$ cat config.mk
export PLATFORM = sky130hd
export DESIGN_NAME = trx_timer_xfer
export DESIGN_NICKNAME = d
export VERILOG_FILES = /design/src/include/trx_pkg.sv /design/src/rtl/trx_timer_xfer.sv
export SDC_FILE = /design/constraint.sdc
export NUM_CORES = 1
export LEC_CHECK = 0
export BUFFER_PORTS_ARGS = -buffer_cell sky130_fd_sc_hd__buf_2
export CAP_MARGIN = 25
export CORE_ASPECT_RATIO = 0.7
export CORE_MARGIN = 2
export CORE_UTILIZATION = 50
export DETAILED_ROUTE_END_ITERATION = 12
export PLACE_DENSITY = 0.81
export SYNTH_ARGS = -nofsm -noshare
export SYNTH_HDL_FRONTEND = slang
export SYNTH_SLANG_ARGS = --single-unit
$ cat constraint.sdc
create_clock -name clk -period 2.35 [get_ports clk]
set_input_delay 0.47 -clock clk [delete_from_list [all_inputs] [get_ports clk]]
set_output_delay 0.47 -clock clk [all_outputs]
set_load 0.005 [all_outputs]
$ cat src/include/trx_pkg.sv
// Constants, types and helpers for the timer register transfer block.
// Assumes one clock, a synchronous active-high reset and an AXI4-Lite master.
package trx_pkg;

    // ****************************************************************
    // Widths and reset values
    // ****************************************************************
    localparam int          NIB_W    = 4;
    localparam int          BYTE_W   = 8;
    localparam int          ADDR_W   = 8;
    localparam logic [3:0]  RST_NIB  = 4'h0;
    localparam logic [7:0]  RST_BYTE = 8'h00;

    // ****************************************************************
    // Register offsets
    // ****************************************************************
    localparam logic [7:0]  OFF_CMD  = 8'h00;
    localparam logic [7:0]  OFF_ACC  = 8'h04;
    localparam logic [7:0]  OFF_BREG = 8'h08;
    localparam logic [7:0]  OFF_STAT = 8'h0c;
    localparam logic [7:0]  OFF_INTC = 8'h10;
    localparam logic [7:0]  OFF_FSET = 8'h14;
    localparam logic [7:0]  OFF_CTRL = 8'h18;
    localparam logic [7:0]  OFF_PRE  = 8'h1c;
    localparam logic [7:0]  OFF_T1   = 8'h20;
    localparam logic [7:0]  OFF_T2   = 8'h24;
    localparam logic [7:0]  OFF_DISP = 8'h28;

    // ****************************************************************
    // Field positions
    // ****************************************************************
    localparam int          EN1_BIT  = 2;
    localparam int          EN2_BIT  = 3;
    localparam int          EN3_BIT  = 0;
    localparam int          CMD_W    = 5;
    localparam int          NFLAG    = 3;

    // ****************************************************************
    // Bus responses
    // ****************************************************************
    localparam logic [1:0]  RESP_OKAY   = 2'b00;
    localparam logic [1:0]  RESP_SLVERR = 2'b10;

    // ****************************************************************
    // Commands
    // ****************************************************************
    typedef enum logic [4:0] {
        CMD_NOP     = 5'h00,
        CMD_MODE_WR = 5'h01,
        CMD_C1_RD   = 5'h02,
        CMD_C1_WR   = 5'h03,
        CMD_C2_RD   = 5'h04,
        CMD_C2_WR   = 5'h05,
        CMD_C3_RD   = 5'h06,
        CMD_C3_WR   = 5'h07,
        CMD_C4_RD   = 5'h08,
        CMD_C4_WR   = 5'h09,
        CMD_PRE_RD  = 5'h0a,
        CMD_PRE_WR  = 5'h0b,
        CMD_T1_RD   = 5'h0c,
        CMD_T1_WR   = 5'h0d,
        CMD_T2_RD   = 5'h0e,
        CMD_T2_WR   = 5'h0f,
        CMD_T2H_WR  = 5'h10,
        CMD_T1R_WR  = 5'h11,
        CMD_T2_LOAD = 5'h12,
        CMD_DISP_WR = 5'h13,
        CMD_TST1    = 5'h14,
        CMD_TST2    = 5'h15,
        CMD_TST3    = 5'h16
    } trx_cmd_t;

    // ****************************************************************
    // Carriers
    // ****************************************************************
    typedef struct packed {
        logic [3:0] fourth;
        logic [3:0] third;
        logic [3:0] second;
        logic [3:0] first;
        logic [3:0] mode;
    } trx_ctrl_t;

    typedef struct packed {
        logic [7:0] pre_cnt;
        logic [7:0] pre_rld;
        logic [7:0] t1_cnt;
        logic [7:0] t1_rld;
        logic [7:0] t2_cnt;
        logic [7:0] t2_rl;
        logic [7:0] t2_rh;
        logic [3:0] disp_cnt;
        logic [3:0] disp_rld;
    } trx_tmr_t;

    // Joins B (high) and accumulator (low) into one byte
    function automatic logic [7:0] trx_join(input logic [3:0] b, input logic [3:0] a);
        return {b, a};
    endfunction

endpackage

$ cat src/rtl/trx_timer_xfer.sv
// Timer register transfer logic with an AXI4-Lite register port.
// Assumes one clock, synchronous reset, and same-clock flag set pulses.
`timescale 1ns/10ps
module trx_timer_xfer
    import trx_pkg::*;
(
    // Clock and reset
    input  wire logic              clk,
    input  wire logic              rst,
    // Write address channel
    input  wire logic [ADDR_W-1:0] s_axi_awaddr,
    input  wire logic              s_axi_awvalid,
    output logic                   s_axi_awready,
    // Write data channel
    input  wire logic [31:0]       s_axi_wdata,
    input  wire logic [3:0]        s_axi_wstrb,
    input  wire logic              s_axi_wvalid,
    output logic                   s_axi_wready,
    // Write response channel
    output logic [1:0]             s_axi_bresp,
    output logic                   s_axi_bvalid,
    input  wire logic              s_axi_bready,
    // Read address channel
    input  wire logic [ADDR_W-1:0] s_axi_araddr,
    input  wire logic              s_axi_arvalid,
    output logic                   s_axi_arready,
    // Read data channel
    output logic [31:0]            s_axi_rdata,
    output logic [1:0]             s_axi_rresp,
    output logic                   s_axi_rvalid,
    input  wire logic              s_axi_rready,
    // Timer side
    input  wire logic [NFLAG-1:0]  flag_set,
    output trx_ctrl_t              ctrl,
    output logic                   skip_next
);

    // ****************************************************************
    // State
    // ****************************************************************
    logic              awready_q;
    logic              wready_q;
    logic              aw_have_q;
    logic              w_have_q;
    logic [ADDR_W-1:0] awaddr_q;
    logic [31:0]       wdata_q;
    logic              wstrb0_q;
    logic              bvalid_q;
    logic [1:0]        bresp_q;
    logic              arready_q;
    logic              rvalid_q;
    logic [31:0]       rdata_q;
    logic [1:0]        rresp_q;
    logic [3:0]        acc_q;
    logic [3:0]        b_q;
    logic              skip_q;
    logic [3:0]        intc1_q;
    logic [3:0]        intc2_q;
    logic [NFLAG-1:0]  flag_q;
    trx_ctrl_t         ctl_q;
    trx_tmr_t          tm_q;

    logic              wr_fire;
    logic              wr_en;
    logic              cmd_fire;
    trx_cmd_t          cmd;
    logic [NFLAG-1:0]  en_bits;
    logic [NFLAG-1:0]  tst_sel;
    logic [NFLAG-1:0]  flag_clr;
    logic [NFLAG-1:0]  set_all;

    // Offset decode shared by both directions
    function automatic logic addr_hit(input logic [ADDR_W-1:0] a);
        return a == OFF_CMD || a == OFF_ACC || a == OFF_BREG || a == OFF_STAT
            || a == OFF_INTC || a == OFF_FSET || a == OFF_CTRL || a == OFF_PRE
            || a == OFF_T1 || a == OFF_T2 || a == OFF_DISP;
    endfunction

    // ****************************************************************
    // Write channels
    // ****************************************************************
    assign wr_fire  = aw_have_q && w_have_q && !bvalid_q;
    assign wr_en    = wr_fire && wstrb0_q;
    assign cmd_fire = wr_en && awaddr_q == OFF_CMD;
    assign cmd      = trx_cmd_t'(wdata_q[CMD_W-1:0]);

    always_ff @(posedge clk) begin
        if (rst) begin
            awready_q <= 1'b0;
            aw_have_q <= 1'b0;
            awaddr_q  <= '0;
        end else if (awready_q && s_axi_awvalid) begin
            awready_q <= 1'b0;
            aw_have_q <= 1'b1;
            awaddr_q  <= s_axi_awaddr;
        end else if (wr_fire) begin
            aw_have_q <= 1'b0;
        end else if (!aw_have_q && !bvalid_q) begin
            awready_q <= 1'b1;
        end
    end

    always_ff @(posedge clk) begin
        if (rst) begin
            wready_q <= 1'b0;
            w_have_q <= 1'b0;
            wdata_q  <= '0;
            wstrb0_q <= 1'b0;
        end else if (wready_q && s_axi_wvalid) begin
            wready_q <= 1'b0;
            w_have_q <= 1'b1;
            wdata_q  <= s_axi_wdata;
            wstrb0_q <= s_axi_wstrb[0];
        end else if (wr_fire) begin
            w_have_q <= 1'b0;
        end else if (!w_have_q && !bvalid_q) begin
            wready_q <= 1'b1;
        end
    end

    always_ff @(posedge clk) begin
        if (rst) begin
            bvalid_q <= 1'b0;
            bresp_q  <= RESP_OKAY;
        end else if (wr_fire) begin
            bvalid_q <= 1'b1;
            bresp_q  <= addr_hit(awaddr_q) ? RESP_OKAY : RESP_SLVERR;
        end else if (s_axi_bready) begin
            bvalid_q <= 1'b0;
        end
    end

    // ****************************************************************
    // Read channels
    // ****************************************************************
    always_ff @(posedge clk) begin
        if (rst) begin
            arready_q <= 1'b0;
            rvalid_q  <= 1'b0;
            rdata_q   <= '0;
            rresp_q   <= RESP_OKAY;
        end else if (arready_q && s_axi_arvalid) begin
            arready_q <= 1'b0;
            rvalid_q  <= 1'b1;
            rresp_q   <= addr_hit(s_axi_araddr) ? RESP_OKAY : RESP_SLVERR;
            unique case (s_axi_araddr)
                OFF_ACC:  rdata_q <= {28'h0000000, acc_q};
                OFF_BREG: rdata_q <= {28'h0000000, b_q};
                OFF_STAT: rdata_q <= {28'h0000000, flag_q, skip_q};
                OFF_INTC: rdata_q <= {24'h000000, intc2_q, intc1_q};
                OFF_FSET: rdata_q <= {29'h00000000, flag_q};
                OFF_CTRL: rdata_q <= {12'h000, ctl_q};
                OFF_PRE:  rdata_q <= {16'h0000, tm_q.pre_rld, tm_q.pre_cnt};
                OFF_T1:   rdata_q <= {16'h0000, tm_q.t1_rld, tm_q.t1_cnt};
                OFF_T2:   rdata_q <= {8'h00, tm_q.t2_rh, tm_q.t2_rl, tm_q.t2_cnt};
                OFF_DISP: rdata_q <= {24'h000000, tm_q.disp_rld, tm_q.disp_cnt};
                default:  rdata_q <= '0;
            endcase
        end else if (rvalid_q && s_axi_rready) begin
            rvalid_q <= 1'b0;
        end else if (!rvalid_q) begin
            arready_q <= 1'b1;
        end
    end

    // ****************************************************************
    // Accumulator and B, bus writes and command results
    // ****************************************************************
    always_ff @(posedge clk) begin
        if (rst) begin
            acc_q <= RST_NIB;
            b_q   <= RST_NIB;
        end else if (wr_en && awaddr_q == OFF_ACC) begin
            acc_q <= wdata_q[NIB_W-1:0];
        end else if (wr_en && awaddr_q == OFF_BREG) begin
            b_q <= wdata_q[NIB_W-1:0];
        end else if (cmd_fire) begin
            unique case (cmd)
                CMD_C1_RD: acc_q <= ctl_q.first;
                CMD_C2_RD: acc_q <= ctl_q.second;
                CMD_C3_RD: acc_q <= ctl_q.third;
                CMD_C4_RD: acc_q <= ctl_q.fourth;
                CMD_PRE_RD: begin
                    b_q   <= tm_q.pre_cnt[BYTE_W-1:NIB_W];
                    acc_q <= tm_q.pre_cnt[NIB_W-1:0];
                end
                CMD_T1_RD: begin
                    b_q   <= tm_q.t1_cnt[BYTE_W-1:NIB_W];
                    acc_q <= tm_q.t1_cnt[NIB_W-1:0];
                end
                CMD_T2_RD: begin
                    b_q   <= tm_q.t2_cnt[BYTE_W-1:NIB_W];
                    acc_q <= tm_q.t2_cnt[NIB_W-1:0];
                end
                default: ;
            endcase
        end
    end

    // ****************************************************************
    // Timer control registers
    // ****************************************************************
    always_ff @(posedge clk) begin
        if (rst) begin
            ctl_q <= '0;
        end else if (cmd_fire) begin
            unique case (cmd)
                CMD_MODE_WR: ctl_q.mode   <= acc_q;
                CMD_C1_WR:   ctl_q.first  <= acc_q;
                CMD_C2_WR:   ctl_q.second <= acc_q;
                CMD_C3_WR:   ctl_q.third  <= acc_q;
                CMD_C4_WR:   ctl_q.fourth <= acc_q;
                default: ;
            endcase
        end
    end

    // ****************************************************************
    // Timer counts and reloads
    // ****************************************************************
    always_ff @(posedge clk) begin
        if (rst) begin
            tm_q <= '0;
        end else if (cmd_fire) begin
            unique case (cmd)
                CMD_PRE_WR: begin
                    tm_q.pre_cnt <= trx_join(b_q, acc_q);
                    tm_q.pre_rld <= trx_join(b_q, acc_q);
                end
                CMD_T1_WR: begin
                    tm_q.t1_cnt <= trx_join(b_q, acc_q);
                    tm_q.t1_rld <= trx_join(b_q, acc_q);
                end
                CMD_T2_WR: begin
                    tm_q.t2_cnt <= trx_join(b_q, acc_q);
                    tm_q.t2_rl  <= trx_join(b_q, acc_q);
                end
                CMD_T2H_WR:  tm_q.t2_rh  <= trx_join(b_q, acc_q);
                CMD_T1R_WR:  tm_q.t1_rld <= trx_join(b_q, acc_q);
                CMD_T2_LOAD: tm_q.t2_cnt <= tm_q.t2_rl;
                CMD_DISP_WR: begin
                    tm_q.disp_cnt <= acc_q;
                    tm_q.disp_rld <= acc_q;
                end
                default: ;
            endcase
        end
    end

    // ****************************************************************
    // Interrupt control and request flags
    // ****************************************************************
    always_ff @(posedge clk) begin
        if (rst) begin
            intc1_q <= RST_NIB;
            intc2_q <= RST_NIB;
        end else if (wr_en && awaddr_q == OFF_INTC) begin
            intc1_q <= wdata_q[NIB_W-1:0];
            intc2_q <= wdata_q[BYTE_W-1:NIB_W];
        end
    end

    assign en_bits  = {intc2_q[EN3_BIT], intc1_q[EN2_BIT], intc1_q[EN1_BIT]};
    assign tst_sel  = {cmd_fire && cmd == CMD_TST3,
                       cmd_fire && cmd == CMD_TST2,
                       cmd_fire && cmd == CMD_TST1};
    assign flag_clr = tst_sel & ~en_bits & flag_q;
    assign set_all  = flag_set
                    | ({NFLAG{wr_en && awaddr_q == OFF_FSET}} & wdata_q[NFLAG-1:0]);

    // A set in the clearing cycle wins
    always_ff @(posedge clk) begin
        if (rst) begin
            flag_q <= '0;
        end else begin
            flag_q <= (flag_q & ~flag_clr) | set_all;
        end
    end

    // Skip result of the last executed command
    always_ff @(posedge clk) begin
        if (rst) begin
            skip_q <= 1'b0;
        end else if (cmd_fire) begin
            skip_q <= |flag_clr;
        end
    end

    // ****************************************************************
    // Outputs
    // ****************************************************************
    assign s_axi_awready = awready_q;
    assign s_axi_wready  = wready_q;
    assign s_axi_bvalid  = bvalid_q;
    assign s_axi_bresp   = bresp_q;
    assign s_axi_arready = arready_q;
    assign s_axi_rvalid  = rvalid_q;
    assign s_axi_rdata   = rdata_q;
    assign s_axi_rresp   = rresp_q;
    assign ctrl          = ctl_q;
    assign skip_next     = skip_q;
endmodule

==> results of run 1 <==
[kinds of logic (layout without fill, tap and decap cells)]
| group | Yosys count | count (layout) | share of synthesized area |
|---|---|---|---|
| AO/OA/AOI/OAI | 156 | 156 | 0.153 |
| other | 1 | 10 | 0.000541 |
| multiplexers | 101 | 101 | 0.155 |
| flip-flops | 142 | 142 | 0.410 |
| AND/OR/NAND/NOR | 296 | 296 | 0.229 |
| buffers and inverters | 76 | 171 | 0.0530 |
[per-stage QoR]
stage               total power [mW]  area (um^2)  setup WS (ns)  std cells  utilization
finish                          5.76         8310          0.156       1061        0.622
global route                    5.93         8310         0.0218       1061        0.622
CTS                             5.76         8300          0.176       1061        0.622
detailed placement              2.87         7660         0.0161       1029        0.573
global placement                2.86         7650         0.0999       1028        0.573
floorplan                       2.76         6970          0.312        781            -
[worst register-to-register path, stage by stage (launching register included)]
cell and delay, ns:
sky130_fd_sc_hd__dfxtp_1 0.42, sky130_fd_sc_hd__nor4_2 0.38, sky130_fd_sc_hd__nand4_2 0.27, sky130_fd_sc_hd__buf_4 0.25, sky130_fd_sc_hd__nor3_2 0.41, sky130_fd_sc_hd__mux2i_1 0.29, sky130_fd_sc_hd__nor2_1 0.06
[final cells by class]
| type | instances | share of cell area |
|---|---|---|
| Inverter | 8 | 0.00361 |
| Timing Repair Buffer | 131 | 0.0942 |
| Sequential cell | 142 | 0.342 |
| Tap cell | 185 | 0.0279 |
| Clock buffer | 18 | 0.0528 |
| Multi-Input combinational cell | 563 | 0.455 |
| Clock inverter | 14 | 0.0247 |
[flip-flops by register name (all words and copies together), names as in the netlist]
signal and cells:
tm_q 52, wstrb0_q 1, s_axi_rvalid 1, acc_q 4
s_axi_awready 1, flag_q 3, intc2_q 4, b_q 4
awaddr_q 8, ctrl 20, s_axi_rdata 24, aw_have_q 1
s_axi_bvalid 1, s_axi_arready 1, skip_next 1, s_axi_wready 1
w_have_q 1, s_axi_rresp 1, s_axi_bresp 1, intc1_q 4
wdata_q 8
[metal layers]
layer / global-route usage / wire, um / vias to the layer above
li1: - / - / 2951
met1: 0.409 / 9100 / 2976
met2: 0.408 / 8560 / 399
met3: 0.111 / 2770 / 31
met4: 0.0889 / 300 / 0
met5: 0 / 0 / -
[what timing repair did]
action / 4_1_cts / 5_1_grt
resized for setup: 0 / 1
setup buffers: 0 / 0
setup endpoints to repair: 0 / 1
[power by group through the flow]
| stage | clock [mW] | sequential [mW] | combinational (mW) |
|---|---|---|---|
| finish | 2.93 | 2.48 | 0.352 |
| global route | 3.07 | 2.48 | 0.385 |
| CTS | 2.94 | 2.48 | 0.345 |
| detailed placement | 0 | 2.53 | 0.341 |
| global placement | 0 | 2.53 | 0.334 |
| floorplan | 0 | 2.51 | 0.246 |
[cells in the final DEF (no fill, tap or decap), types with 4 or more instances in the layout]
master | synthesis | routed
sky130_fd_sc_hd__o2bb2ai_1 | 5 | 5
sky130_fd_sc_hd__a221oi_1 | 8 | 8
sky130_fd_sc_hd__and2_1 | 4 | 4
sky130_fd_sc_hd__inv_1 | 8 | 8
sky130_fd_sc_hd__conb_1 | 1 | 10
sky130_fd_sc_hd__dfxtp_1 | 142 | 142
sky130_fd_sc_hd__a31oi_1 | 7 | 7
sky130_fd_sc_hd__or3_1 | 4 | 4
sky130_fd_sc_hd__a222oi_1 | 7 | 7
sky130_fd_sc_hd__nand3_1 | 10 | 10
sky130_fd_sc_hd__inv_6 | 0 | 4
sky130_fd_sc_hd__buf_2 | 20 | 85
sky130_fd_sc_hd__and3_1 | 6 | 6
sky130_fd_sc_hd__o22ai_1 | 5 | 5
sky130_fd_sc_hd__or4_1 | 4 | 4
sky130_fd_sc_hd__mux2i_1 | 85 | 85
sky130_fd_sc_hd__nand2_1 | 81 | 81
sky130_fd_sc_hd__nand4_1 | 4 | 4
sky130_fd_sc_hd__nand2b_1 | 10 | 10
sky130_fd_sc_hd__mux4_2 | 4 | 4
sky130_fd_sc_hd__nor2b_1 | 7 | 7
sky130_fd_sc_hd__mux2_2 | 12 | 12
sky130_fd_sc_hd__nor3b_1 | 4 | 4
sky130_fd_sc_hd__bufinv_16 | 0 | 4
sky130_fd_sc_hd__o21ai_0 | 22 | 22
sky130_fd_sc_hd__nor2_1 | 105 | 105
sky130_fd_sc_hd__a22oi_1 | 8 | 8
sky130_fd_sc_hd__nor4b_1 | 7 | 7
sky130_fd_sc_hd__a22o_1 | 21 | 21
sky130_fd_sc_hd__nand3b_1 | 4 | 4
sky130_fd_sc_hd__a21oi_1 | 50 | 50
sky130_fd_sc_hd__nor3_1 | 13 | 13
sky130_fd_sc_hd__clkbuf_16 | 0 | 17
sky130_fd_sc_hd__buf_4 | 11 | 45
[final timing paths]
check / startpoint / slack (ns) / to / depth (start not counted)
hold reg to reg: wdata_q[5] / 0.46 / wdata_q[5] / 2
hold / removal: rst / 0.28 / s_axi_rvalid / 2
setup reg to reg: awaddr_q[4] / 0.16 / ctrl[10] / 6
setup / recovery: awaddr_q[4] / 0.16 / ctrl[10] / 6
==> reports/summary.txt, run 1 <==
DIE
----------------------------------------------------------------------------------------------------
Y dimension of the die ................................................................       103 um
Area of the die .......................................................................   14800 um^2
Core Rows .............................................................................           35
Number of top-level design ports ......................................................          124
Horizontal die dimension ..............................................................       145 um
Starting Density ......................................................................        0.519
Placeable Area ........................................................................   13400 um^2

STA
----------------------------------------------------------------------------------------------------
Unrepaired setup endpoints after global routing .......................................        false
# setup viols final ...................................................................            0
Period utilisation layout .............................................................        0.934
Highest clock frequency the design can meet ...........................................      456 MHz
Actual transition at the worst max-transition pin .....................................     0.595 ns
Clock Skew ............................................................................   0.00946 ns
Final count of pins violating max slew ................................................            0
Final Critical Period .................................................................      2.19 ns
Worst rel slew slack ..................................................................        0.604
Final hold slack ......................................................................     0.276 ns
Hold violation count in the final report ..............................................            0
Post-Route Setup TNS ..................................................................         0 ns

SYNTHESIS
----------------------------------------------------------------------------------------------------
Cells after Synth .....................................................................          772
Count of yosys warnings during synthesis ..............................................            0
Cell type with the highest aggregate area in the netlist .............................. sky130_fd_sc_hd__dfxtp_1
Flops & latches, synth ................................................................          142
Top post-synthesis cells by count ..................................................... sky130_fd_sc_hd__dfxtp_1, sky130_fd_sc_hd__nor2_1, sky130_fd_sc_hd__mux2i_1
Most frequent cell after synthesis .................................................... sky130_fd_sc_hd__dfxtp_1
Most common flop cell mapped by yosys ................................................. sky130_fd_sc_hd__dfxtp_1
Post-synthesis sequential area ratio ..................................................        0.410
Synth unique cells ....................................................................           71
Post-synth ARST share .................................................................            0
Mapped cell area ......................................................................    6940 um^2
Area contributors post-synth .......................................................... sky130_fd_sc_hd__dfxtp_1, sky130_fd_sc_hd__mux2i_1, sky130_fd_sc_hd__nor2_1
Post-Syn Area per Cell ................................................................    8.99 um^2
Count of flip-flops with a built-in enable after synthesis ............................            0
Top cell type's share of synthesized area .............................................        0.410

CELLS AND AREA
----------------------------------------------------------------------------------------------------
Number of antenna cells inserted ......................................................            0
Area delta synth->final ...............................................................        19.8%
Post-layout net count .................................................................          925
Number of filler cells placed in the layout ...........................................         1145
Multi-input gate area in the final layout .............................................    3780 um^2
Area taken by flip-flops and latches ..................................................    2840 um^2
Share of layout cells above drive strength 1 ..........................................        0.234

ROUTING
----------------------------------------------------------------------------------------------------
Count of unresolved DRC violations after routing ......................................            0
First-iteration detailed-routing DRC count ............................................          893
Average wire length per cell after detail routing .....................................      19.5 um
Total routed wirelength ...............................................................     20700 um
Number of search-and-repair iterations in the first detailed-routing pass .............            6
Number of routed nets with antenna violations .........................................            0
Via-to-Cell Ratio .....................................................................         5.99
Total via count in the routed design ..................................................         6357

PWR
----------------------------------------------------------------------------------------------------
Sequential share of power .............................................................        0.430
PwrDens ...............................................................................  693 nW/um^2
Share of power burned in combinational logic ..........................................        0.061
Total leakage power ...................................................................      3.41 nW
Net switching fraction of the power ...................................................        0.237
Worst vdd ir ..........................................................................   0.000594 V
P_int .................................................................................      4.40 mW
Relative contribution of the clock network to total power .............................        0.509
Net load switching power ..............................................................      1.36 mW

GLOBAL ROUTING
----------------------------------------------------------------------------------------------------
Maximum number of pins on one net before global-route repair ..........................          125
Via count of the first global-routing pass ............................................         6031
Global-route congestion overflow total ................................................            0
Number of antenna violations at the first check in global routing .....................            0
First-pass GRT wire length ............................................................     32500 um
Overall routing resource usage ........................................................        0.289

CRITICAL PATH
----------------------------------------------------------------------------------------------------
Dominant delay contributor by cell family on the critical path ........................ simple AND/OR/NAND/NOR gates
Crit Path Class ....................................................................... register to register
Maximum fanout encountered on the critical timing path ................................           10
Arr. time, crit path ..................................................................      2.49 ns
Data required time of the critical path ...............................................      2.64 ns
Worst path bufs/invs ..................................................................            1
Kind of end point of the critical path ................................................     register
Critical-path top delay cell .......................................................... sky130_fd_sc_hd__dfxtp_1
Nature of the critical path startpoint ................................................     register
CP peak stage delay ...................................................................      0.42 ns
Cells along the critical path ......................................................... nor4_2 > nand4_2 > buf_4 > nor3_2 > mux2i_1 > nor2_1

CLOCK NETWORK
----------------------------------------------------------------------------------------------------
TritonCTS clock tree ..................................................................         done
Root Buffer ........................................................................... sky130_fd_sc_hd__clkbuf_16
Maximum level of the CTS H-tree .......................................................            4
Cts bufs inserted .....................................................................           17
Clock buffer depth ....................................................................            2
Clock tree sinks ......................................................................          142
Cts hold-fix bufs .....................................................................            0
Clock-pin slew reported for the worst setup and hold paths after clock tree synthesis .      0.06 ns
Clock latency reported for the late side of the worst-skew pair .......................      0.43 ns

MIN PATH
----------------------------------------------------------------------------------------------------
Worst min path class .................................................................. primary input to register

PLACE
----------------------------------------------------------------------------------------------------
Final weighted congestion of routability-driven global placement ......................        0.984
DP Wirelength .........................................................................     14600 um
Port Buffers ..........................................................................           86

STATUS
----------------------------------------------------------------------------------------------------
Status ................................................................................    completed

JOB
----------------------------------------------------------------------------------------------------
Number of max-cap violations ..........................................................            0

Power figures use the tool's default switching activity.
==> run 2: changes to the inputs <==
--- a/config.mk
+++ b/config.mk
@@ -5,11 +5,13 @@
 export SDC_FILE = /design/constraint.sdc
 export NUM_CORES = 1
 export LEC_CHECK = 0
+export ABC_AREA = 1
 export BUFFER_PORTS_ARGS = -buffer_cell sky130_fd_sc_hd__buf_2
 export CAP_MARGIN = 25
 export CORE_ASPECT_RATIO = 0.7
 export CORE_MARGIN = 2
 export CORE_UTILIZATION = 50
+export CTS_CLUSTER_DIAMETER = 100
 export DETAILED_ROUTE_END_ITERATION = 12
 export PLACE_DENSITY = 0.81
 export SYNTH_ARGS = -nofsm -noshare
==> reports/summary.txt, run 2 <==
CRITICAL PATH
----------------------------------------------------------------------------------------------------
Maximum fanout encountered on the critical timing path ................................           12   was 10
Dominant delay contributor by cell family on the critical path ........................ simple AND/OR/NAND/NOR gates   unchanged
Critical-path top delay cell .......................................................... sky130_fd_sc_hd__inv_1   was sky130_fd_sc_hd__dfxtp_1
Crit Path Class ....................................................................... register to register   unchanged
Nature of the critical path startpoint ................................................     register   unchanged
Worst path bufs/invs ..................................................................            1   unchanged
Data required time of the critical path ...............................................      2.68 ns   was 2.64 ns
Arr. time, crit path ..................................................................      2.44 ns   was 2.49 ns
Beginning of the critical path ........................................................  awaddr_q[6]   was awaddr_q[4]
Kind of end point of the critical path ................................................     register   unchanged
R2R Path Start ........................................................................  awaddr_q[6]   was awaddr_q[4]
Cells along the critical path ......................................................... nor2_1 > nand3_1 > nor2_1 > nand2_1 > inv_1 > nand2_1 > nor3b_1 > nor2_1   was nor4_2 > nand4_2 > buf_4 > nor3_2 > mux2i_1 > nor2_1
CP peak stage delay ...................................................................      0.39 ns   was 0.42 ns
Cell seen most often among critical-path stages ....................................... sky130_fd_sc_hd__nor2_1

SYNTHESIS
----------------------------------------------------------------------------------------------------
Post-synthesis share of cell area spent on and, or, nand and nor gates ................        0.322   was 0.229
Synth unique cells ....................................................................           36   was 71
Post-Syn Area per Cell ................................................................    6.68 um^2   was 8.99 um^2
Compound-gate portion of the synthesized area .........................................        0.170   was 0.153
Flops & latches, synth ................................................................          142   unchanged
Cell type with the highest aggregate area in the netlist .............................. sky130_fd_sc_hd__dfxtp_1   unchanged
Post-synthesis xor/xnor area fraction .................................................            0   unchanged
Most common flop cell mapped by yosys ................................................. sky130_fd_sc_hd__dfxtp_1   unchanged
Most frequent cell after synthesis .................................................... sky130_fd_sc_hd__nand2_1   was sky130_fd_sc_hd__dfxtp_1
Count of flip-flops with a built-in enable after synthesis ............................            0   unchanged
Cells after Synth .....................................................................         1021   was 772
Post-synthesis sequential area ratio ..................................................        0.416   was 0.410
Top post-synthesis cells by count ..................................................... sky130_fd_sc_hd__nand2_1, sky130_fd_sc_hd__dfxtp_1, sky130_fd_sc_hd__a21oi_1   was sky130_fd_sc_hd__dfxtp_1, sky130_fd_sc_hd__nor2_1, sky130_fd_sc_hd__mux2i_1
Dominant combinational cell family by area after synthesis ............................ simple AND/OR/NAND/NOR gates   unchanged
Area contributors post-synth .......................................................... sky130_fd_sc_hd__dfxtp_1, sky130_fd_sc_hd__nand2_1, sky130_fd_sc_hd__a21oi_1   was sky130_fd_sc_hd__dfxtp_1, sky130_fd_sc_hd__mux2i_1, sky130_fd_sc_hd__nor2_1
Count of yosys warnings during synthesis ..............................................            0   unchanged
Share of synthesized area spent on multiplexers .......................................            0   was 0.155
Top cell type's share of synthesized area .............................................        0.416   was 0.410
Adder and majority cell fraction of the synthesized area ..............................            0   unchanged
Post-synth ARST share .................................................................            0   unchanged
Mapped cell area ......................................................................    6830 um^2   was 6940 um^2

MIN PATH
----------------------------------------------------------------------------------------------------
Worst min path class .................................................................. primary input to register   unchanged
Start point of the worst min-delay path ............................................... s_axi_awaddr[0]   was rst

PLACE
----------------------------------------------------------------------------------------------------
Final weighted congestion of routability-driven global placement ......................         1.00   was 0.984
Port Buffers ..........................................................................           86   unchanged
DP Wirelength .........................................................................     15200 um   was 14600 um

ROUTING
----------------------------------------------------------------------------------------------------
Average wire length per cell after detail routing .....................................      16.4 um   was 19.5 um
Total routed wirelength ...............................................................     21300 um   was 20700 um
Count of unresolved DRC violations after routing ......................................            0   unchanged
First-iteration detailed-routing DRC count ............................................          912   was 893
Via-to-Cell Ratio .....................................................................         5.55   was 5.99
Total via count in the routed design ..................................................         7195   was 6357
Number of routed nets with antenna violations .........................................            0   unchanged
Number of search-and-repair iterations in the first detailed-routing pass .............            7   was 6

CLOCK NETWORK
----------------------------------------------------------------------------------------------------
Cts hold-fix bufs .....................................................................            0   unchanged
Post_cts resized ......................................................................            0   unchanged
Cts bufs inserted .....................................................................           17   unchanged
Setup bufs post-CTS ...................................................................            0   unchanged
Clock latency reported for the late side of the worst-skew pair .......................      0.43 ns   about the same
Clock tree sinks ......................................................................          142   unchanged
Maximum level of the CTS H-tree .......................................................            4   unchanged
TritonCTS clock tree ..................................................................         done   unchanged
Root Buffer ........................................................................... sky130_fd_sc_hd__clkbuf_16   unchanged
Clock-pin slew reported for the worst setup and hold paths after clock tree synthesis .      0.07 ns   was 0.06 ns
Clock buffer depth ....................................................................            2   unchanged

CELLS AND AREA
----------------------------------------------------------------------------------------------------
Reg with most FFs .....................................................................         tm_q   unchanged
Post-layout net count .................................................................         1161   was 925
Share of layout cells above drive strength 1 ..........................................        0.154   was 0.234
Multi-input gate area in the final layout .............................................    3400 um^2   was 3780 um^2
Most common library cell in the layout ignoring fill and taps ......................... sky130_fd_sc_hd__nand2_1   was sky130_fd_sc_hd__dfxtp_1
Number of antenna cells inserted ......................................................            0   unchanged
Commonest cells after routing, fill and taps aside .................................... sky130_fd_sc_hd__nand2_1, sky130_fd_sc_hd__dfxtp_1, sky130_fd_sc_hd__a21oi_1   was sky130_fd_sc_hd__dfxtp_1, sky130_fd_sc_hd__nor2_1, sky130_fd_sc_hd__mux2i_1, sky130_fd_sc_hd__buf_2, sky130_fd_sc_hd__nand2_1
Flip-flop count of the largest register after layout ..................................           52   unchanged
Area taken by flip-flops and latches ..................................................    2840 um^2   unchanged
Area delta synth->final ...............................................................        17.1%   was 19.8%
Number of filler cells placed in the layout ...........................................         1280   was 1145

GLOBAL ROUTING
----------------------------------------------------------------------------------------------------
Via count of the first global-routing pass ............................................         6341   was 6031
Maximum number of pins on one net before global-route repair ..........................           75   was 125
Global-route congestion overflow total ................................................            0   unchanged
Number of antenna violations at the first check in global routing .....................            0   unchanged
Overall routing resource usage ........................................................        0.297   was 0.289
First-pass GRT wire length ............................................................     33100 um   was 32500 um

DIE
----------------------------------------------------------------------------------------------------
Placeable Area ........................................................................   13200 um^2   was 13400 um^2
Starting Density ......................................................................        0.516   was 0.519
Core Rows .............................................................................           35   unchanged
Y dimension of the die ................................................................       102 um   was 103 um
Horizontal die dimension ..............................................................       144 um   was 145 um
Area of the die .......................................................................   14600 um^2   was 14800 um^2
Number of top-level design ports ......................................................          124   unchanged

STA
----------------------------------------------------------------------------------------------------
Unrepaired setup endpoints after global routing .......................................        false   unchanged
Final count of pins violating max slew ................................................            0   unchanged
Final hold slack ......................................................................     0.289 ns   was 0.276 ns
Post-Route Setup TNS ..................................................................         0 ns   unchanged
Worst rel slew slack ..................................................................        0.453   was 0.604
Hold violation count in the final report ..............................................            0   unchanged
Period utilisation layout .............................................................        0.899   was 0.934
Final Critical Period .................................................................      2.11 ns   was 2.19 ns
# setup viols final ...................................................................            0   unchanged
Highest clock frequency the design can meet ...........................................      474 MHz   was 456 MHz
Clock Skew ............................................................................   0.00968 ns   was 0.00946 ns
Actual transition at the worst max-transition pin .....................................     0.821 ns   was 0.595 ns

PWR
----------------------------------------------------------------------------------------------------
Worst vdd ir ..........................................................................   0.000493 V   was 0.000594 V
PwrDens ...............................................................................  684 nW/um^2   was 693 nW/um^2
Total leakage power ...................................................................      3.34 nW   was 3.41 nW

STATUS
----------------------------------------------------------------------------------------------------
Status ................................................................................    completed   unchanged

JOB
----------------------------------------------------------------------------------------------------
Number of max-cap violations ..........................................................            0   unchanged

[run 2: cell types whose count changed after synthesis, moves of 50 or more]
| cell | before | now |
|---|---|---|
| sky130_fd_sc_hd__a21oi_1 | 50 | 119 |
| sky130_fd_sc_hd__inv_1 | 8 | 83 |
| sky130_fd_sc_hd__nand2_1 | 81 | 275 |
| sky130_fd_sc_hd__mux2i_1 | 85 | 0 |
| sky130_fd_sc_hd__nand3_1 | 10 | 104 |
| sky130_fd_sc_hd__o21ai_0 | 22 | 72 |
[run 2: power by group]
| group | switching (mW) | internal, mW | total [mW] |
|---|---|---|---|
| registers | 0.0377 | 2.44 | 2.48 |
| logic | 0.230 | 0.0973 | 0.327 |
| clock network | 1.18 | 1.49 | 2.66 |
| total | 1.44 | 4.03 | 5.47 |
[run 2: per-stage QoR]
stage / util / std cells / instance area, um^2 / worst slack [ns] / power (mW)
floorplan: - / 1030 / 6860 / 0.770 / 2.75
global placement: 0.561 / 1265 / 7420 / 0.343 / 2.85
detailed placement: 0.561 / 1265 / 7420 / 0.327 / 2.85
CTS: 0.605 / 1297 / 8000 / 0.312 / 5.46
global route: 0.605 / 1297 / 8000 / 0.0179 / 5.62
finish: 0.605 / 1297 / 8000 / 0.238 / 5.47
[run 2: final cells by class]
| type | instances | share of cell area |
|---|---|---|
| repair buffers | 104 | 0.0739 |
| well taps | 185 | 0.0290 |
| clock inverters | 15 | 0.0189 |
| inverters | 95 | 0.0446 |
| multi-input cells | 739 | 0.425 |
| clock buffers | 17 | 0.0532 |
| flip-flops and latches | 142 | 0.356 |
[run 2: worst paths after layout]
path	end	slack [ns]	cells past startpoint
min reg2reg	tm_q[12]	0.45	2
max reg2reg	acc_q[0]	0.24	8
max	acc_q[0]	0.24	8
min	awaddr_q[0]	0.29	3
[run 2: metal layers]
metal	GRT usage	vias up	share of wire
met3	0.0879	48	0.13
met2	0.433	409	0.42
li1	-	3474	-
met4	0.104	0	0.020
met5	0	-	0
met1	0.417	3264	0.44
[run 2: tightest hold or removal path: cells and delay by family]
family / cells / cell delay, ns
simple gates: 1 / 0.07
compound gates: 1 / 0.07
buf+inv: 1 / 0.07
[run 2: kinds of logic after synthesis]
family	after synthesis
AOI/OAI and AO/OA	224
buffers and inverters	149
DFF	142
other	1
and+or+nand+nor	505
==> run 3: changes to the inputs <==
--- a/config.mk
+++ b/config.mk
@@ -8,12 +8,14 @@
 export ABC_AREA = 1
 export BUFFER_PORTS_ARGS = -buffer_cell sky130_fd_sc_hd__buf_2
 export CAP_MARGIN = 25
+export CELL_PAD_IN_SITES_DETAIL_PLACEMENT = 0
+export CELL_PAD_IN_SITES_GLOBAL_PLACEMENT = 1
 export CORE_ASPECT_RATIO = 0.7
 export CORE_MARGIN = 2
-export CORE_UTILIZATION = 50
+export CORE_UTILIZATION = 39
 export CTS_CLUSTER_DIAMETER = 100
 export DETAILED_ROUTE_END_ITERATION = 12
-export PLACE_DENSITY = 0.81
+export PLACE_DENSITY = 0.87
 export SYNTH_ARGS = -nofsm -noshare
 export SYNTH_HDL_FRONTEND = slang
 export SYNTH_SLANG_ARGS = --single-unit
==> reports/summary.txt, run 3 (synthesis results as in run 2) <==
PWR
----------------------------------------------------------------------------------------------------
Net load switching power ..............................................................      1.38 mW   was 1.44 mW
PwrDens ...............................................................................  696 nW/um^2   was 684 nW/um^2
Share of power burned in combinational logic ..........................................        0.059   was 0.060
P_int .................................................................................      4.25 mW   was 4.03 mW
Net switching fraction of the power ...................................................        0.245   was 0.264
Sequential share of power .............................................................        0.440   was 0.453
Relative contribution of the clock network to total power .............................        0.500   was 0.487
Total leakage power ...................................................................      3.37 nW   was 3.34 nW
Worst vdd ir ..........................................................................   0.000290 V   was 0.000493 V

CRITICAL PATH
----------------------------------------------------------------------------------------------------
Kind of end point of the critical path ................................................     register   unchanged
Arr. time, crit path ..................................................................      2.39 ns   was 2.44 ns
Dominant delay contributor by cell family on the critical path ........................ simple AND/OR/NAND/NOR gates   unchanged
Cells along the critical path ......................................................... nor2_1 > nand3_1 > nor2_1 > nand2_1 > inv_1 > nand2_1 > nor3b_1 > nor2_1   unchanged
Cell seen most often among critical-path stages ....................................... sky130_fd_sc_hd__nor2_1   unchanged
Crit Path Class ....................................................................... register to register   unchanged
Nature of the critical path startpoint ................................................     register   unchanged
Maximum fanout encountered on the critical timing path ................................            8   was 12
Worst path bufs/invs ..................................................................            1   unchanged
CP peak stage delay ...................................................................      0.31 ns   was 0.39 ns
Critical-path top delay cell .......................................................... sky130_fd_sc_hd__dfxtp_1   was sky130_fd_sc_hd__inv_1
Data required time of the critical path ...............................................      2.66 ns   was 2.68 ns

STA
----------------------------------------------------------------------------------------------------
Clock Skew ............................................................................    0.0143 ns   was 0.00968 ns
Unrepaired setup endpoints after global routing .......................................        false   unchanged
Worst rel slew slack ..................................................................        0.434   was 0.453
# setup viols final ...................................................................            0   unchanged
Actual transition at the worst max-transition pin .....................................     0.848 ns   was 0.821 ns
Hold violation count in the final report ..............................................            0   unchanged
Final count of pins violating max slew ................................................            0   unchanged
Post-Route Setup TNS ..................................................................         0 ns   unchanged
Final Critical Period .................................................................      2.08 ns   was 2.11 ns
Period utilisation layout .............................................................        0.884   was 0.899
Highest clock frequency the design can meet ...........................................      482 MHz   was 474 MHz

DIE
----------------------------------------------------------------------------------------------------
Placeable Area ........................................................................   17200 um^2   was 13200 um^2
Starting Density ......................................................................        0.398   was 0.516
Number of top-level design ports ......................................................          124   unchanged
Y dimension of the die ................................................................       115 um   was 102 um
Core Rows .............................................................................           40   was 35
Area of the die .......................................................................   18600 um^2   was 14600 um^2
Horizontal die dimension ..............................................................       162 um   was 144 um

CELLS AND AREA
----------------------------------------------------------------------------------------------------
Commonest cells after routing, fill and taps aside .................................... sky130_fd_sc_hd__nand2_1, sky130_fd_sc_hd__dfxtp_1, sky130_fd_sc_hd__a21oi_1   unchanged
Share of layout cells above drive strength 1 ..........................................        0.155   was 0.154
Fraction of the core area covered by cells at the end of the flow .....................        0.471   was 0.605
Post-layout net count .................................................................         1165   was 1161
Post-route design area ................................................................    8090 um^2   was 8000 um^2
Area delta synth->final ...............................................................        18.5%   was 17.1%
Flip-flop count of the largest register after layout ..................................           52   unchanged
Number of antenna cells inserted ......................................................            0   unchanged
Reg with most FFs .....................................................................         tm_q   unchanged
Most common library cell in the layout ignoring fill and taps ......................... sky130_fd_sc_hd__nand2_1   unchanged

PLACE
----------------------------------------------------------------------------------------------------
Port Buffers ..........................................................................           86   unchanged
DP Wirelength .........................................................................     16600 um   was 15200 um
Final weighted congestion of routability-driven global placement ......................        0.973   was 1.00
Cell area after placement .............................................................    7480 um^2   was 7420 um^2

ROUTING
----------------------------------------------------------------------------------------------------
Total met3 wirelength after detailed routing ..........................................      2050 um   was 2710 um
Routed met2 length ....................................................................      9240 um   was 8900 um
Met1 wire length ......................................................................     11200 um   was 9290 um
Number of routed nets with antenna violations .........................................            0   unchanged
Total via count in the routed design ..................................................         7088   was 7195
Average wire length per cell after detail routing .....................................      16.8 um   was 16.4 um
First-iteration detailed-routing DRC count ............................................          788   was 912
Number of search-and-repair iterations in the first detailed-routing pass .............            6   was 7
Total routed wirelength ...............................................................     22700 um   was 21300 um
Count of unresolved DRC violations after routing ......................................            0   unchanged
Via-to-Cell Ratio .....................................................................         5.26   was 5.55
Highest metal layer with signal wires .................................................         met4   unchanged

STATUS
----------------------------------------------------------------------------------------------------
Status ................................................................................    completed   unchanged

CLOCK NETWORK
----------------------------------------------------------------------------------------------------
Clock buffer depth ....................................................................            2   unchanged
Cts bufs inserted .....................................................................           17   unchanged
Clock-pin slew reported for the worst setup and hold paths after clock tree synthesis .      0.06 ns   was 0.07 ns
Setup bufs post-CTS ...................................................................            0   unchanged
Post_cts resized ......................................................................            0   unchanged
Clock latency reported for the late side of the worst-skew pair .......................      0.43 ns   about the same
TritonCTS clock tree ..................................................................         done   unchanged
Cts hold-fix bufs .....................................................................            0   unchanged
Clock tree sinks ......................................................................          142   unchanged
Root Buffer ........................................................................... sky130_fd_sc_hd__clkbuf_16   unchanged
Maximum level of the CTS H-tree .......................................................            4   unchanged

JOB
----------------------------------------------------------------------------------------------------
Number of max-cap violations ..........................................................            0   unchanged

GLOBAL ROUTING
----------------------------------------------------------------------------------------------------
Maximum number of pins on one net before global-route repair ..........................           75   unchanged
Global-route congestion overflow total ................................................            0   unchanged
Via count of the first global-routing pass ............................................         6227   was 6341
Number of antenna violations at the first check in global routing .....................            0   unchanged
Overall routing resource usage ........................................................        0.246   was 0.297
First-pass GRT wire length ............................................................     34800 um   was 33100 um

MIN PATH
----------------------------------------------------------------------------------------------------
Worst min path class .................................................................. primary input to register   unchanged

## run 3: cell types whose count changed in the layout (fill, tap and decap cells not counted)
cell | previous run | this run
sky130_fd_sc_hd__buf_12 | 2 | 0
sky130_fd_sc_hd__buf_4 | 16 | 22
sky130_fd_sc_hd__bufinv_16 | 1 | 3
sky130_fd_sc_hd__clkbuf_1 | 0 | 2
sky130_fd_sc_hd__clkbuf_8 | 0 | 1
sky130_fd_sc_hd__clkinv_2 | 0 | 2
sky130_fd_sc_hd__clkinv_4 | 4 | 1
sky130_fd_sc_hd__inv_6 | 6 | 2
## run 3: power by group through the flow
stage,Sequential [mW],Clock (mW),Combinational (mW)
after floorplan,2.52,0,0.232
after global placement,2.53,0,0.328
after detailed placement,2.53,0,0.329
after CTS,2.48,2.85,0.330
after global routing,2.48,2.96,0.376
final,2.48,2.82,0.335
## run 3: area by class of cell
class	count	area, um^2
clock buffer	20	447
multi-input combinational	739	3400
timing repair buffer	108	596
inverter	95	357
sequential	142	2840
fill	1820	9080
clock inverter	12	160
tap	231	289
## run 3: per-layer routing
metal	vias up	GRT usage
li1	3492	-
met1	3273	0.376
met2	302	0.341
met3	21	0.0645
met4	0	0.0566
met5	-	0
## run 3: final timing paths
check / from / end / slack, ns / depth (start not counted)
setup / recovery: awaddr_q[6] / acc_q[0] / 0.27 / 8
hold / removal: s_axi_rready / s_axi_rvalid / 0.29 / 4
setup reg to reg: awaddr_q[6] / acc_q[0] / 0.27 / 8
hold reg to reg: tm_q[13] / tm_q[13] / 0.45 / 2
## run 3: metrics by stage
step / hold slack [ns] / instances / setup WS (ns) / power [mW]
2_1_floorplan: 0.424 / 1030 / 0.770 / 2.75
3_3_place_gp: 0.433 / 1315 / 0.295 / 2.86
3_5_place_dp: 0.445 / 1315 / 0.286 / 2.86
4_1_cts: 0.275 / 1347 / 0.291 / 5.66
5_1_grt: 0.297 / 1347 / 0.0771 / 5.82
6_report: 0.288 / 1347 / 0.273 / 5.63
## run 3: worst register-to-register path, delay by kind of cell (launching register included)
kind	cells	cell delay (ns)
buf+inv	1	0.31
flops	1	0.31
simple gates	7	1.33
